### src/verilog/rtc_window_pkg.sv
// Constants shared by the clock unit's indirect access window
package rtc_window_pkg;

    // Host-visible register offsets
    localparam logic [7:0] SELECT_OFFSET     = 8'h0b;
    localparam logic [7:0] VALUE_OFFSET      = 8'h0c;

    // indirect_select fields
    localparam int         SEL_BUSY_BIT      = 7;
    localparam int         SEL_AUTO_BIT      = 6;
    localparam int         SEL_SHORT_BIT     = 4;
    localparam logic [7:0] SELECT_RESET      = 8'h00;
    localparam logic [7:0] VALUE_RESET       = 8'h00;

    // Internal register indices
    localparam logic [3:0] IDX_SNAP0         = 4'h0;
    localparam logic [3:0] IDX_CTRL          = 4'h4;
    localparam logic [3:0] IDX_OSC           = 4'h5;
    localparam logic [3:0] IDX_LOADCAP       = 4'h6;
    localparam logic [3:0] IDX_MATCH0        = 4'h8;
    localparam logic [1:0] SNAP_GROUP        = 2'h0;
    localparam logic [1:0] MATCH_GROUP       = 2'h2;

    // Control register fields
    localparam int         CTRL_RUN_BIT      = 0;
    localparam int         CTRL_CAPTURE_BIT  = 1;
    localparam int         CTRL_LOAD_BIT     = 2;
    localparam int         CTRL_MISSING_BIT  = 5;
    localparam int         CTRL_MISSDET_BIT  = 6;

    // Oscillator register fields
    localparam int         OSC_POWER_BIT     = 0;
    localparam int         OSC_VALID_BIT     = 4;
    localparam int         OSC_BIAS_BIT      = 5;
    localparam int         OSC_AMP_BIT       = 6;
    localparam int         OSC_TYPE_BIT      = 7;

    // Load capacitance register fields
    localparam int         LOADCAP_READY_BIT = 7;
    localparam logic [3:0] LOADCAP_RESET     = 4'h0;

    // Timebase rates
    localparam int         SYS_CLK_HZ        = 20_000_000;
    localparam int         CRYSTAL_HZ        = 32_768;
    localparam int         SELF_LOW_HZ       = 20_000;
    localparam int         SELF_HIGH_HZ      = 40_000;
    localparam logic [10:0] CRYSTAL_DIV      = 11'(SYS_CLK_HZ / CRYSTAL_HZ);
    localparam logic [10:0] SELF_LOW_DIV     = 11'(SYS_CLK_HZ / SELF_LOW_HZ);
    localparam logic [10:0] SELF_HIGH_DIV    = 11'(SYS_CLK_HZ / SELF_HIGH_HZ);
    localparam logic [10:0] TRIM_STEP        = 11'h008;

    // Startup blanking and missing-clock timeout
    localparam int         STARTUP_MS        = 2;
    localparam int         STARTUP_CYCLES    = SYS_CLK_HZ / 1000 * STARTUP_MS;
    localparam int         MISSING_US        = 100;
    localparam logic [11:0] MISSING_CYCLES   = 12'(SYS_CLK_HZ / 1_000_000 * MISSING_US);

    // Indirect read latency, long and short strobe
    localparam logic       FETCH_WAIT_LONG   = 1'b1;
    localparam logic       FETCH_WAIT_SHORT  = 1'b0;

    // Indirect read sequencer
    typedef enum logic [1:0] {
        FETCH_IDLE = 2'b01,
        FETCH_RUN  = 2'b10
    } fetch_state_t;

endpackage : rtc_window_pkg

### src/verilog/rtc_window.sv
// Functional notes
// - Low four select bits pick the internal register the value register reaches.
// - Snapshot and match byte accesses advance the index by one afterwards.
// - Value register carries the byte written to or read from the selection.
// - Select bit 6 turns automatic fetch after value reads off or on.
// - Clock unit runs from its own oscillator timebase, not the system clock.
// - Oscillator offers crystal mode at 32.768 kHz and self-oscillating mode.
// - With CMOS clock valid flag is meaningless; check missing flag after 2 ms.
// - Self-oscillating: bias double 0 gives about 20 kHz, 1 about 40 kHz.
// - Self-oscillating mode runs at once with no startup wait.
// - Select holds busy, auto fetch, short strobe, index; top bits reset 0.
`timescale 1ns/1ps
`default_nettype none

module rtc_window
    import rtc_window_pkg::*;
#(
    parameter int STARTUP_LEN = STARTUP_CYCLES
) (
    // Clock and reset
    input  wire logic       clock_i,
    input  wire logic       sys_rst_i,
    // Host register port
    input  wire logic [7:0] reg_addr_i,
    input  wire logic [7:0] reg_wdata_i,
    input  wire logic       reg_wr_i,
    input  wire logic       reg_rd_i,
    output logic      [7:0] reg_rdata_o,
    // Clock unit status
    output logic            rtc_tick_o,
    output logic            osc_missing_o
);

    // Host-visible state
    fetch_state_t state_q;
    fetch_state_t state_d;
    logic         wait_q;
    logic [3:0]   index_q;
    logic [3:0]   index_d;
    logic         auto_q;
    logic         short_q;
    logic [7:0]   value_q;

    // Internal clock registers
    logic [7:0]   snap_q [4];
    logic [7:0]   match_q [4];
    logic [31:0]  timer_q;
    logic         run_q;
    logic         missdet_q;
    logic         missing_q;
    logic         osc_type_select_q;
    logic         amplitude_control_enable_q;
    logic         bias_double_select_q;
    logic         osc_power_enable_q;
    logic         osc_valid_flag_q;
    logic [3:0]   load_cap_config_q;
    logic [3:0]   cap_step_q;

    // Timebase
    logic [10:0]  div_q;
    logic [31:0]  startup_q;
    logic [11:0]  miss_cnt_q;

    // Snapshot and match bytes auto-advance the index
    function automatic logic is_block_index(input logic [3:0] idx);
        return (idx[3:2] == SNAP_GROUP) || (idx[3:2] == MATCH_GROUP);
    endfunction

    // Host access decode
    wire sel_wr = reg_wr_i && (reg_addr_i == SELECT_OFFSET);
    wire val_wr = reg_wr_i && (reg_addr_i == VALUE_OFFSET);
    wire val_rd = reg_rd_i && (reg_addr_i == VALUE_OFFSET);
    wire idle   = (state_q == FETCH_IDLE);

    wire start_by_busy = sel_wr && reg_wdata_i[SEL_BUSY_BIT];
    wire start_by_auto = val_rd && auto_q && idle;
    wire fetch_start   = idle && (start_by_busy || start_by_auto);
    wire fetch_done    = (state_q == FETCH_RUN) && !wait_q;

    wire idx_wr     = val_wr && idle;
    wire ctrl_wr    = idx_wr && (index_q == IDX_CTRL);
    wire osc_wr     = idx_wr && (index_q == IDX_OSC);
    wire loadcap_wr = idx_wr && (index_q == IDX_LOADCAP);

    wire block_step = (idx_wr || fetch_done) && is_block_index(index_q);

    // Capture snapshots the timer, load copies snapshot into it
    wire capture_cmd = ctrl_wr && reg_wdata_i[CTRL_CAPTURE_BIT];
    wire load_cmd    = ctrl_wr && reg_wdata_i[CTRL_LOAD_BIT];
    wire [31:0] snap_word = {snap_q[3], snap_q[2], snap_q[1], snap_q[0]};

    // bias double picks 20 or 40 kHz
    wire [10:0] self_base = bias_double_select_q ? SELF_HIGH_DIV : SELF_LOW_DIV;
    wire [10:0] trim      = 11'(cap_step_q) * TRIM_STEP;
    wire [10:0] div_limit = osc_type_select_q ? CRYSTAL_DIV : 11'(self_base + trim);

    // clock unit ticks from oscillator timebase
    wire tick = osc_power_enable_q && (div_q == 11'h000);

    // Missing clock: no tick for the timeout while detector is on
    wire miss_event = missdet_q && (miss_cnt_q == MISSING_CYCLES);

    // Load capacitance reaches its programmed value
    wire cap_ready = (cap_step_q == load_cap_config_q) && osc_valid_flag_q;

    wire [7:0] select_view = {(state_q == FETCH_RUN), auto_q, 1'b0, short_q, index_q};

    logic [7:0] internal_rd;
    always_comb begin
        internal_rd = 8'h00;
        unique case (index_q[3:2])
            SNAP_GROUP:  internal_rd = snap_q[index_q[1:0]];
            MATCH_GROUP: internal_rd = match_q[index_q[1:0]];
            default: begin
                if (index_q == IDX_CTRL) begin
                    internal_rd[CTRL_RUN_BIT]     = run_q;
                    internal_rd[CTRL_MISSING_BIT] = missing_q;
                    internal_rd[CTRL_MISSDET_BIT] = missdet_q;
                end else if (index_q == IDX_OSC) begin
                    internal_rd[OSC_POWER_BIT] = osc_power_enable_q;
                    internal_rd[OSC_VALID_BIT] = osc_valid_flag_q;
                    internal_rd[OSC_BIAS_BIT]  = bias_double_select_q;
                    internal_rd[OSC_AMP_BIT]   = amplitude_control_enable_q;
                    internal_rd[OSC_TYPE_BIT]  = osc_type_select_q;
                end else if (index_q == IDX_LOADCAP) begin
                    internal_rd[3:0]               = load_cap_config_q;
                    internal_rd[LOADCAP_READY_BIT] = cap_ready;
                end
            end
        endcase
    end

    // Host read data selection
    wire [7:0] rdata_d = (reg_addr_i == SELECT_OFFSET) ? select_view :
                         (reg_addr_i == VALUE_OFFSET)  ? value_q : 8'h00;

    // Next index: host write wins over advance
    always_comb begin
        index_d = index_q;
        if (sel_wr) begin
            index_d = reg_wdata_i[3:0];
        end else if (block_step) begin
            index_d = index_q + 4'h1;
        end
    end

    // Fetch sequencer next state
    always_comb begin
        state_d = state_q;
        unique case (state_q)
            FETCH_IDLE: if (fetch_start) state_d = FETCH_RUN;
            FETCH_RUN:  if (fetch_done) state_d = FETCH_IDLE;
            default:    state_d = FETCH_IDLE;
        endcase
    end

    always_ff @(posedge clock_i or posedge sys_rst_i) begin
        if (sys_rst_i) begin
            state_q <= FETCH_IDLE;
            wait_q  <= FETCH_WAIT_SHORT;
            index_q <= SELECT_RESET[3:0];
            auto_q  <= SELECT_RESET[SEL_AUTO_BIT];
            short_q <= SELECT_RESET[SEL_SHORT_BIT];
        end else begin
            state_q <= state_d;
            index_q <= index_d;
            if (sel_wr) begin
                auto_q  <= reg_wdata_i[SEL_AUTO_BIT];
                short_q <= reg_wdata_i[SEL_SHORT_BIT];
            end
            // Short strobe halves the fetch time
            if (fetch_start) begin
                wait_q <= (sel_wr ? reg_wdata_i[SEL_SHORT_BIT] : short_q) ? FETCH_WAIT_SHORT : FETCH_WAIT_LONG;
            end else begin
                wait_q <= FETCH_WAIT_SHORT;
            end
        end
    end

    // value register holds written or fetched byte
    always_ff @(posedge clock_i or posedge sys_rst_i) begin
        if (sys_rst_i) begin
            value_q <= VALUE_RESET;
        end else if (idx_wr) begin
            value_q <= reg_wdata_i;
        end else if (fetch_done) begin
            value_q <= internal_rd;
        end
    end

    // Snapshot and match byte storage
    genvar g;
    generate
        for (g = 0; g < 4; g++) begin : g_bytes
            always_ff @(posedge clock_i or posedge sys_rst_i) begin
                if (sys_rst_i) begin
                    snap_q[g]  <= 8'h00;
                    match_q[g] <= 8'h00;
                end else begin
                    if (capture_cmd) begin
                        snap_q[g] <= timer_q[8*g +: 8];
                    end else if (idx_wr && (index_q == (IDX_SNAP0 + 4'(g)))) begin
                        snap_q[g] <= reg_wdata_i;
                    end
                    if (idx_wr && (index_q == (IDX_MATCH0 + 4'(g)))) begin
                        match_q[g] <= reg_wdata_i;
                    end
                end
            end
        end
    endgenerate

    // Control register; missing flag set wins over clear
    always_ff @(posedge clock_i or posedge sys_rst_i) begin
        if (sys_rst_i) begin
            run_q     <= 1'b0;
            missdet_q <= 1'b0;
            missing_q <= 1'b0;
        end else begin
            if (ctrl_wr) begin
                run_q     <= reg_wdata_i[CTRL_RUN_BIT];
                missdet_q <= reg_wdata_i[CTRL_MISSDET_BIT];
            end
            if (miss_event) begin
                missing_q <= 1'b1;
            end else if (ctrl_wr && !reg_wdata_i[CTRL_MISSING_BIT]) begin
                missing_q <= 1'b0;
            end
        end
    end

    // Oscillator configuration and load capacitance setting
    always_ff @(posedge clock_i or posedge sys_rst_i) begin
        if (sys_rst_i) begin
            osc_type_select_q          <= 1'b0;
            amplitude_control_enable_q <= 1'b0;
            bias_double_select_q       <= 1'b0;
            osc_power_enable_q         <= 1'b0;
            load_cap_config_q          <= LOADCAP_RESET;
        end else begin
            if (osc_wr) begin
                osc_type_select_q          <= reg_wdata_i[OSC_TYPE_BIT];
                amplitude_control_enable_q <= reg_wdata_i[OSC_AMP_BIT];
                bias_double_select_q       <= reg_wdata_i[OSC_BIAS_BIT];
                osc_power_enable_q         <= reg_wdata_i[OSC_POWER_BIT];
            end
            if (loadcap_wr) begin
                load_cap_config_q <= reg_wdata_i[3:0];
            end
        end
    end

    // Crystal valid after blanking
    // self-oscillation valid at once
    always_ff @(posedge clock_i or posedge sys_rst_i) begin
        if (sys_rst_i) begin
            startup_q        <= 32'h0000_0000;
            osc_valid_flag_q <= 1'b0;
        end else if (!osc_power_enable_q) begin
            startup_q        <= 32'h0000_0000;
            osc_valid_flag_q <= 1'b0;
        end else if (!osc_type_select_q) begin
            osc_valid_flag_q <= 1'b1;
        end else if (startup_q >= 32'(STARTUP_LEN - 1)) begin
            osc_valid_flag_q <= 1'b1;
        end else begin
            startup_q <= startup_q + 32'h0000_0001;
        end
    end

    // Load cap steps up from smallest in crystal mode, follows directly otherwise
    always_ff @(posedge clock_i or posedge sys_rst_i) begin
        if (sys_rst_i) begin
            cap_step_q <= LOADCAP_RESET;
        end else if (!osc_type_select_q || (cap_step_q > load_cap_config_q)) begin
            cap_step_q <= load_cap_config_q;
        end else if (!osc_power_enable_q) begin
            cap_step_q <= LOADCAP_RESET;
        end else if (tick && osc_valid_flag_q && (cap_step_q != load_cap_config_q)) begin
            cap_step_q <= cap_step_q + 4'h1;
        end
    end

    // Timebase divider
    always_ff @(posedge clock_i or posedge sys_rst_i) begin
        if (sys_rst_i) begin
            div_q <= 11'h000;
        end else if (!osc_power_enable_q || (div_q == 11'h000)) begin
            div_q <= div_limit - 11'h001;
        end else begin
            div_q <= div_q - 11'h001;
        end
    end

    // Missing clock counter, restarted by every tick
    always_ff @(posedge clock_i or posedge sys_rst_i) begin
        if (sys_rst_i) begin
            miss_cnt_q <= 12'h000;
        end else if (!missdet_q || tick || miss_event) begin
            miss_cnt_q <= 12'h000;
        end else begin
            miss_cnt_q <= miss_cnt_q + 12'h001;
        end
    end

    // Timer counts ticks while running
    always_ff @(posedge clock_i or posedge sys_rst_i) begin
        if (sys_rst_i) begin
            timer_q <= 32'h0000_0000;
        end else if (load_cmd) begin
            timer_q <= snap_word;
        end else if (run_q && tick) begin
            timer_q <= timer_q + 32'h0000_0001;
        end
    end

    // Registered outputs
    always_ff @(posedge clock_i or posedge sys_rst_i) begin
        if (sys_rst_i) begin
            reg_rdata_o   <= 8'h00;
            rtc_tick_o    <= 1'b0;
            osc_missing_o <= 1'b0;
        end else begin
            if (reg_rd_i) begin
                reg_rdata_o <= rdata_d;
            end
            rtc_tick_o    <= tick;
            osc_missing_o <= missing_q;
        end
    end

endmodule // rtc_window

`default_nettype wire

### config.mk
export PLATFORM = sky130hd
export DESIGN_NAME = rtc_window
export DESIGN_NICKNAME = d
export VERILOG_FILES = /design/src/verilog/rtc_window_pkg.sv /design/src/verilog/rtc_window.sv
export SDC_FILE = /design/constraint.sdc
export NUM_CORES = 1
export LEC_CHECK = 0
export BUFFER_PORTS_ARGS = -buffer_cell sky130_fd_sc_hd__buf_4
export CAP_MARGIN = 5
export CELL_PAD_IN_SITES_DETAIL_PLACEMENT = 1
export CELL_PAD_IN_SITES_GLOBAL_PLACEMENT = 2
export CORE_MARGIN = 2
export CORE_UTILIZATION = 35
export DETAILED_ROUTE_END_ITERATION = 6
export PLACE_DENSITY = 0.78
export SYNTH_ARGS = -nofsm -noshare
export SYNTH_HDL_FRONTEND = slang
export SYNTH_SLANG_ARGS = --single-unit
### constraint.sdc
create_clock -name clock_i -period 9.02 [get_ports clock_i]
set_input_delay 1.804 -clock clock_i [delete_from_list [all_inputs] [get_ports clock_i]]
set_output_delay 1.804 -clock clock_i [all_outputs]
set_load 0.02 [all_outputs]
==> results of run 1 <==
[power by group]
group | switching [uW] | total [uW] | internal [uW]
Combinational | 119 | 209 | 90.2
Sequential | 67.2 | 981 | 914
Clock | 362 | 748 | 387
Total | 547 | 1940 | 1390
[cell usage in the layout (no fill, tap or decap), drive strengths merged, types with 3 or more instances in the layout]
cell type / count
nor3b: 3
a22oi: 15
xnor2: 37
mux4: 16
a31oi: 3
nand4: 17
or3: 8
nor2: 123
or2: 4
inv: 32
nand2b: 5
buf: 34
o31ai: 6
ha: 16
nand3: 24
and2: 18
clkbuf: 20
mux2i: 51
and3: 9
mux2: 39
clkinvlp: 4
dfrtp: 193
nor2b: 7
nor4: 13
xor2: 20
or4: 9
a21oi: 101
nor3: 21
o21ai: 34
nand2: 67
[kinds of logic after synthesis]
logic type	share of synthesized area (%)
fa+ha+maj	2.21
xor+xnor	5.01
mux	13.1
buf+inv	3.23
compound gates	10.2
simple gates	17.5
flops	48.7
[worst max-delay path by stage]
stage / end / slack [ns] / depth (start not counted)
after global routing: timer_q[27]$_DFFE_PP0P_ / 4.64 / 8
final: timer_q[8]$_DFFE_PP0P_ / 4.88 / 8
after global placement: timer_q[22]$_DFFE_PP0P_ / 4.46 / 8
after CTS: timer_q[30]$_DFFE_PP0P_ / 4.90 / 8
after floorplan: amplitude_control_enable_q$_DFFE_PP0P_ / 1.93 / 1
after detailed placement: timer_q[8]$_DFFE_PP0P_ / 4.43 / 8
[metal layers]
layer,GRT usage (%),routed length [um],share of wire [%]
met4,4.41,324,1.3
met1,24.3,12400,49
met2,28.6,12100,48
met3,3.12,536,2.1
met5,0,0,0
[sequential cells by signal, indices dropped and copies added, names as in the netlist, 2 cells and up]
| name | cells |
|---|---|
| reg_rdata_o | 8 |
| timer_q | 32 |
| startup_q | 32 |
| match_q | 32 |
| miss_cnt_q | 12 |
| snap_q | 32 |
| index_q | 4 |
| load_cap_config_q | 4 |
| div_q | 11 |
| value_q | 8 |
| cap_step_q | 4 |
| state_q | 2 |
[worst max-delay path: stages]
cell and delay, ns:
buf_4 0.11, or4_4 0.57, nor4_4 0.26, buf_4 0.26
and3_1 0.28, nand2_2 0.69, nor2_1 0.34, a21oi_1 0.07
[layout make-up]
| class | count | area [um2] | share of cell area, % |
|---|---|---|---|
| Clock buffer | 20 | 437 | 3.96 |
| Multi-Input combinational cell | 693 | 4790 | 43.4 |
| Sequential cell | 194 | 4860 | 44.0 |
| Tap cell | 378 | 473 | 4.28 |
| Inverter | 26 | 105 | 0.952 |
| Timing Repair Buffer | 34 | 255 | 2.31 |
| Clock inverter | 12 | 120 | 1.09 |
[metrics by stage]
stage / area (um2) / power (uW)
3_3_place_gp: 10500 / 1200
5_1_grt: 11000 / 2020
4_1_cts: 11000 / 1960
3_5_place_dp: 10500 / 1210
6_report: 11000 / 1940
2_1_floorplan: 9970 / 1140
==> impl_metrics.ini, run 1 <==
[timing]
max_clock_freq_ghz = 0.242
worstMarginPinSlew_ns = 1.20
summed_negative_setup_slack_over_all_endpoints_ns = 0
final-max-slew-violation-count = 0
rsz0062_at_grt = false
final_min_period_over_clock_period_pct = 45.9
finClkSkew_ns = 0.0167
timing.slew.headroom_pct = 19.4
report.final.setup_viol = 0
layout_min_cycle_time_ns = 4.14
finalHoldViolations = 0
fin_worst_hold_slack_ns = 0.432
setup_slack_ns = 4.88

[drt]
dr.first_iter.drc_count = 334
wire_length_per_cell_um = 18.6
postRouteWirelength_mm = 25.3
route.vias.total = 7200
remaining_drc_errors = 0
drtAntennaViolNets = 0
via_to_cell_ratio = 5.31
dr.pass1.iters = 4

[synth]
netlist-cell-type-count = 63
ys.warnings.count = 0
synth.area.top_cells = dfrtp_1, mux2i_1, a21oi_1, nor2_1, mux2_2
postSynthRegisterBits = 194
synth_sequential_area_ratio_pct = 48.7
synth_enable_flop_cells = 0
synth_ff_type = dfrtp_1
synthTopCellsByCount = dfrtp_1, nor2_1, a21oi_1
mean_instance_size_in_the_synthesized_netlist_um2 = 10.3
synthCells = 967
synthesis.nets = 1004
netlist.area_leader.share_pct = 48.4
synthArstFlopShare_pct = 100
synth.largest_area_cell = dfrtp_1
synth_area_um2 = 9970
synth_most_common_cell = dfrtp_1

[worst_setup_path]
timing.rr.end = timer_q[8]$_DFFE_PP0P_
setup.worst_path.start = reg_addr_i[5]
crit_path_max_fanout = 64
cp-end-kind = flop
path_class = input pin to flop
rr_worst_depth = 6
timing.critical_path.required_ns = 9.31
ff2ff_setup_slack_ns = 5.83
worst_ep_arrival_time_ns = 4.42
cp-start-kind = input pin
worstReg2RegStart = index_q[1]$_DFFE_PP0P_

[global_routing]
grt_first_pass_wirelength_mm = 41.6
number_of_global_route_vias_before_repair = 7433
grt-ovfl-total = 0
globalRouteTotalUtil_pct = 17.5
grt_start_max_net_pins = 120
antenna_found_initial = 0

[outcome]
run_status = finished clean

[cts]
ctsResizeCount = 0
number_of_clock_buffers_inserted_by_tritoncts = 17
ctsHoldBuffers = 0
cts.sinks = 194
clkTransAtPathRegs_ns = 0.08
htree_num_levels = 4
clockRootBuffer = clkbuf_16
tritoncts_clock_tree = built
clock_latency_ns = 0.45
postCtsSetupBuffers = 0
cts_max_path_bufs = 2

[final_layout]
nets = 1003
final_layout_size_suffix_gt1_share_pct = 15.2
layout.filler_cells = 3141
utilization_pct = 39.5
areaGrowthSynthToFinish_pct = 10.7
fin_cells = 1357
antennaDiodeCount = 0

[die]
die-area_um2 = 29900
boundaryPins = 30
die-width_um = 173
placement_rows = 61
design.core.area_um2 = 27900
initial_core_util_pct = 35.7
die_height_um = 173

[run]
timing.max_cap.violations = 0

[power_and_ir_drop]
irDropWorstVdd_uv = 137
p_leak_uw = 0.00509
power.density_cell_area_nw_per_um2 = 176

[place]
preCtsSetupSlack_ns = 4.43
place_inst = 1325
gp_routability_congestion = 0.748
io_buffers = 29
detailedPlacementHpwl_mm = 16.8

[min_path]
holdPathStages = 1
hold_worst_path_end = state_q[0]$_DFFE_PP1P_
timing.hold.worst.start = wait_q$_DFF_PP0_
hold_path.class = flop to flop
Power figures use the tool's default switching activity.
==> inputs of run 2 (changes only) <==
- PLACE_DENSITY: 0.78 -> 0.81
- clock period: 9.02 -> 3.35 ns (I/O delays scaled with it)
==> run 2 against run 1 <==
Total power grew to 2.8 times the previous value. Utilization grew 0.77 points. Clock power grew to 2.9 times the previous value. Sequential share of layout area shrank 0.85 points. Via count grew 1.7%.
==> impl_metrics.ini, run 2 (synthesized netlist as in run 1, its figures left out) <==
[global_routing]
antenna_found_initial = 0
globalRouteTotalUtil_pct = 18.3
grt_first_pass_wirelength_mm = 43.8
grt-ovfl-total = 0
number_of_global_route_vias_before_repair = 7892
grt_start_max_net_pins = 81

[cts]
clockRootBuffer = clkbuf_16
postCtsSetupBuffers = 0
tritoncts_clock_tree = built
cts_max_path_bufs = 2
clkTransAtPathRegs_ns = 0.08
cts.sinks = 194
htree_num_levels = 4
ctsHoldBuffers = 0
number_of_clock_buffers_inserted_by_tritoncts = 17
ctsResizeCount = 0
clock_latency_ns = 0.46

[die]
boundaryPins = 30
die-width_um = 173
die_height_um = 173
placement_rows = 61
initial_core_util_pct = 35.7
design.core.area_um2 = 27900
die-area_um2 = 29900

[worst_setup_path]
critical_path_buf_inv_count = 0
ff2ff_setup_slack_ns = 0.51
worst_ep_arrival_time_ns = 3.17
worstReg2RegStart = div_q[2]$_DFF_PP0_
cp-start-kind = flop
crit_path_max_fanout = 9
crit_path_cell_trace = or4_1 -> o31ai_4 -> a22oi_1 -> ha_1 -> o311ai_0 -> nor2_1 -> xnor2_1 -> a21oi_1
critical-path-max-stage-delay_ns = 0.62
path_class = flop to flop
critical-path-top-delay-family = compound AO/OA/AOI/OAI gates
rr_worst_depth = 8
cp-end-kind = flop
timing.critical_path.required_ns = 3.68
timing.rr.end = div_q[6]$_DFF_PP0_
timing.critical_path.slowest_stage_cell = or4_1

[drt]
wire_length_per_cell_um = 19.2
dr.first_iter.drc_count = 529
route.vias.total = 7323
remaining_drc_errors = 0
postRouteWirelength_mm = 26.4
drtAntennaViolNets = 0
dr.pass1.iters = 4
via_to_cell_ratio = 5.33

[place]
preCtsSetupSlack_ns = 0.357
detailedPlacementHpwl_mm = 17.8
placed_cell_area_um2 = 10600
gp_routability_congestion = 0.751
io_buffers = 29

[final_layout]
antennaDiodeCount = 0
utilization_pct = 40.3
final_layout_size_suffix_gt1_share_pct = 17.1
layout.filler_cells = 3161
area_used_by_multi_input_combinational_logic_um2 = 4790
areaGrowthSynthToFinish_pct = 12.9
seq_area_um2 = 4860
fin_area_um2 = 11300
nets = 1021
mostFrequentLayoutCell = dfrtp_1
final_cell_mix = dfrtp_1, nor2_1, a21oi_1

[power_and_ir_drop]
p_leak_uw = 0.00522
pwr-share-clk_pct = 40.3
pwr-share-seq_pct = 48.5
totalPowerFinal_uw = 5410
sw_frac_of_total_pct = 28.6
power.switching_uw = 1550
power.combinational.fraction_pct = 11.2
irDropWorstVdd_uv = 569
internal_power_uw = 3860
power.density_cell_area_nw_per_um2 = 480

[timing]
timing.slew.headroom_pct = 24.9
final_min_period_over_clock_period_pct = 84.6
setup_slack_ns = 0.515
final-max-slew-violation-count = 0
report.final.setup_viol = 0
rsz0062_at_grt = false
max_clock_freq_ghz = 0.353
layout_min_cycle_time_ns = 2.84
worstMarginPinSlew_ns = 1.11
finClkSkew_ns = 0.0181
finalHoldViolations = 0
summed_negative_setup_slack_over_all_endpoints_ns = 0

[min_path]
hold_path.class = input pin to async pin

[run]
timing.max_cap.violations = 0

[outcome]
run_status = finished clean
## run 2: cell types whose count changed in the layout (fill, tap and decap cells not counted)
cell / before / now
clkbuf_1: 3 / 0
clkinv_8: 0 / 1
inv_6: 5 / 0
buf_4: 34 / 50
buf_12: 0 / 2
inv_8: 2 / 7
bufinv_16: 1 / 2
clkinv_4: 0 / 1
## run 2: how the worst max path moves through the flow
stage                        from                                      to  slack (ns)  depth (start not counted)
3_3_place_gp        reg_addr_i[5]                  match_q[4]$_DFFE_PP0P_        0.43                          6
3_5_place_dp        reg_addr_i[5]                   snap_q[2]$_DFFE_PP0P_        0.36                          9
5_1_grt        div_q[2]$_DFF_PP0_                      div_q[6]$_DFF_PP0_        0.32                          8
2_1_floorplan           sys_rst_i  amplitude_control_enable_q$_DFFE_PP0P_        0.18                          1
4_1_cts        div_q[2]$_DFF_PP0_                      div_q[6]$_DFF_PP0_        0.52                          8
6_report       div_q[2]$_DFF_PP0_                      div_q[6]$_DFF_PP0_        0.51                          8
## run 2: worst min-delay path: cells and delay by family
kind / cells / cell delay [ns]
buf+inv: 3 / 0.55
## run 2: layout make-up
type                            count  share of cell area, %
Clock buffer                       17                   3.78
Clock inverter                     15                   1.70
Inverter                           26                  0.901
Multi-Input combinational cell    693                   42.6
Sequential cell                   194                   43.1
Tap cell                          378                   4.20
Timing Repair Buffer               52                   3.69
## run 2: per-layer routing
layer / GRT usage (%) / up-vias / wire (um)
li1: - / 3436 / -
met1: 25.2 / 3809 / 12800
met2: 31.0 / 65 / 13000
met3: 2.86 / 13 / 494
met4: 3.39 / 0 / 176
met5: 0 / - / 0
## run 2: per-stage QoR
stage | instances | hold slack (ns)
2_1_floorplan | 967 | 0.368
3_3_place_gp | 1343 | 0.418
3_5_place_dp | 1343 | 0.423
4_1_cts | 1375 | 0.410
5_1_grt | 1375 | 0.420
6_report | 1375 | 0.351
## run 2: power by group through the flow
stage	sequential, uW	clock (uW)	combinational, uW
6_report	2620	2180	607
5_1_grt	2640	2310	686
4_1_cts	2620	2230	618
3_5_place_dp	2670	0	610
3_3_place_gp	2660	0	595
2_1_floorplan	2630	0	440
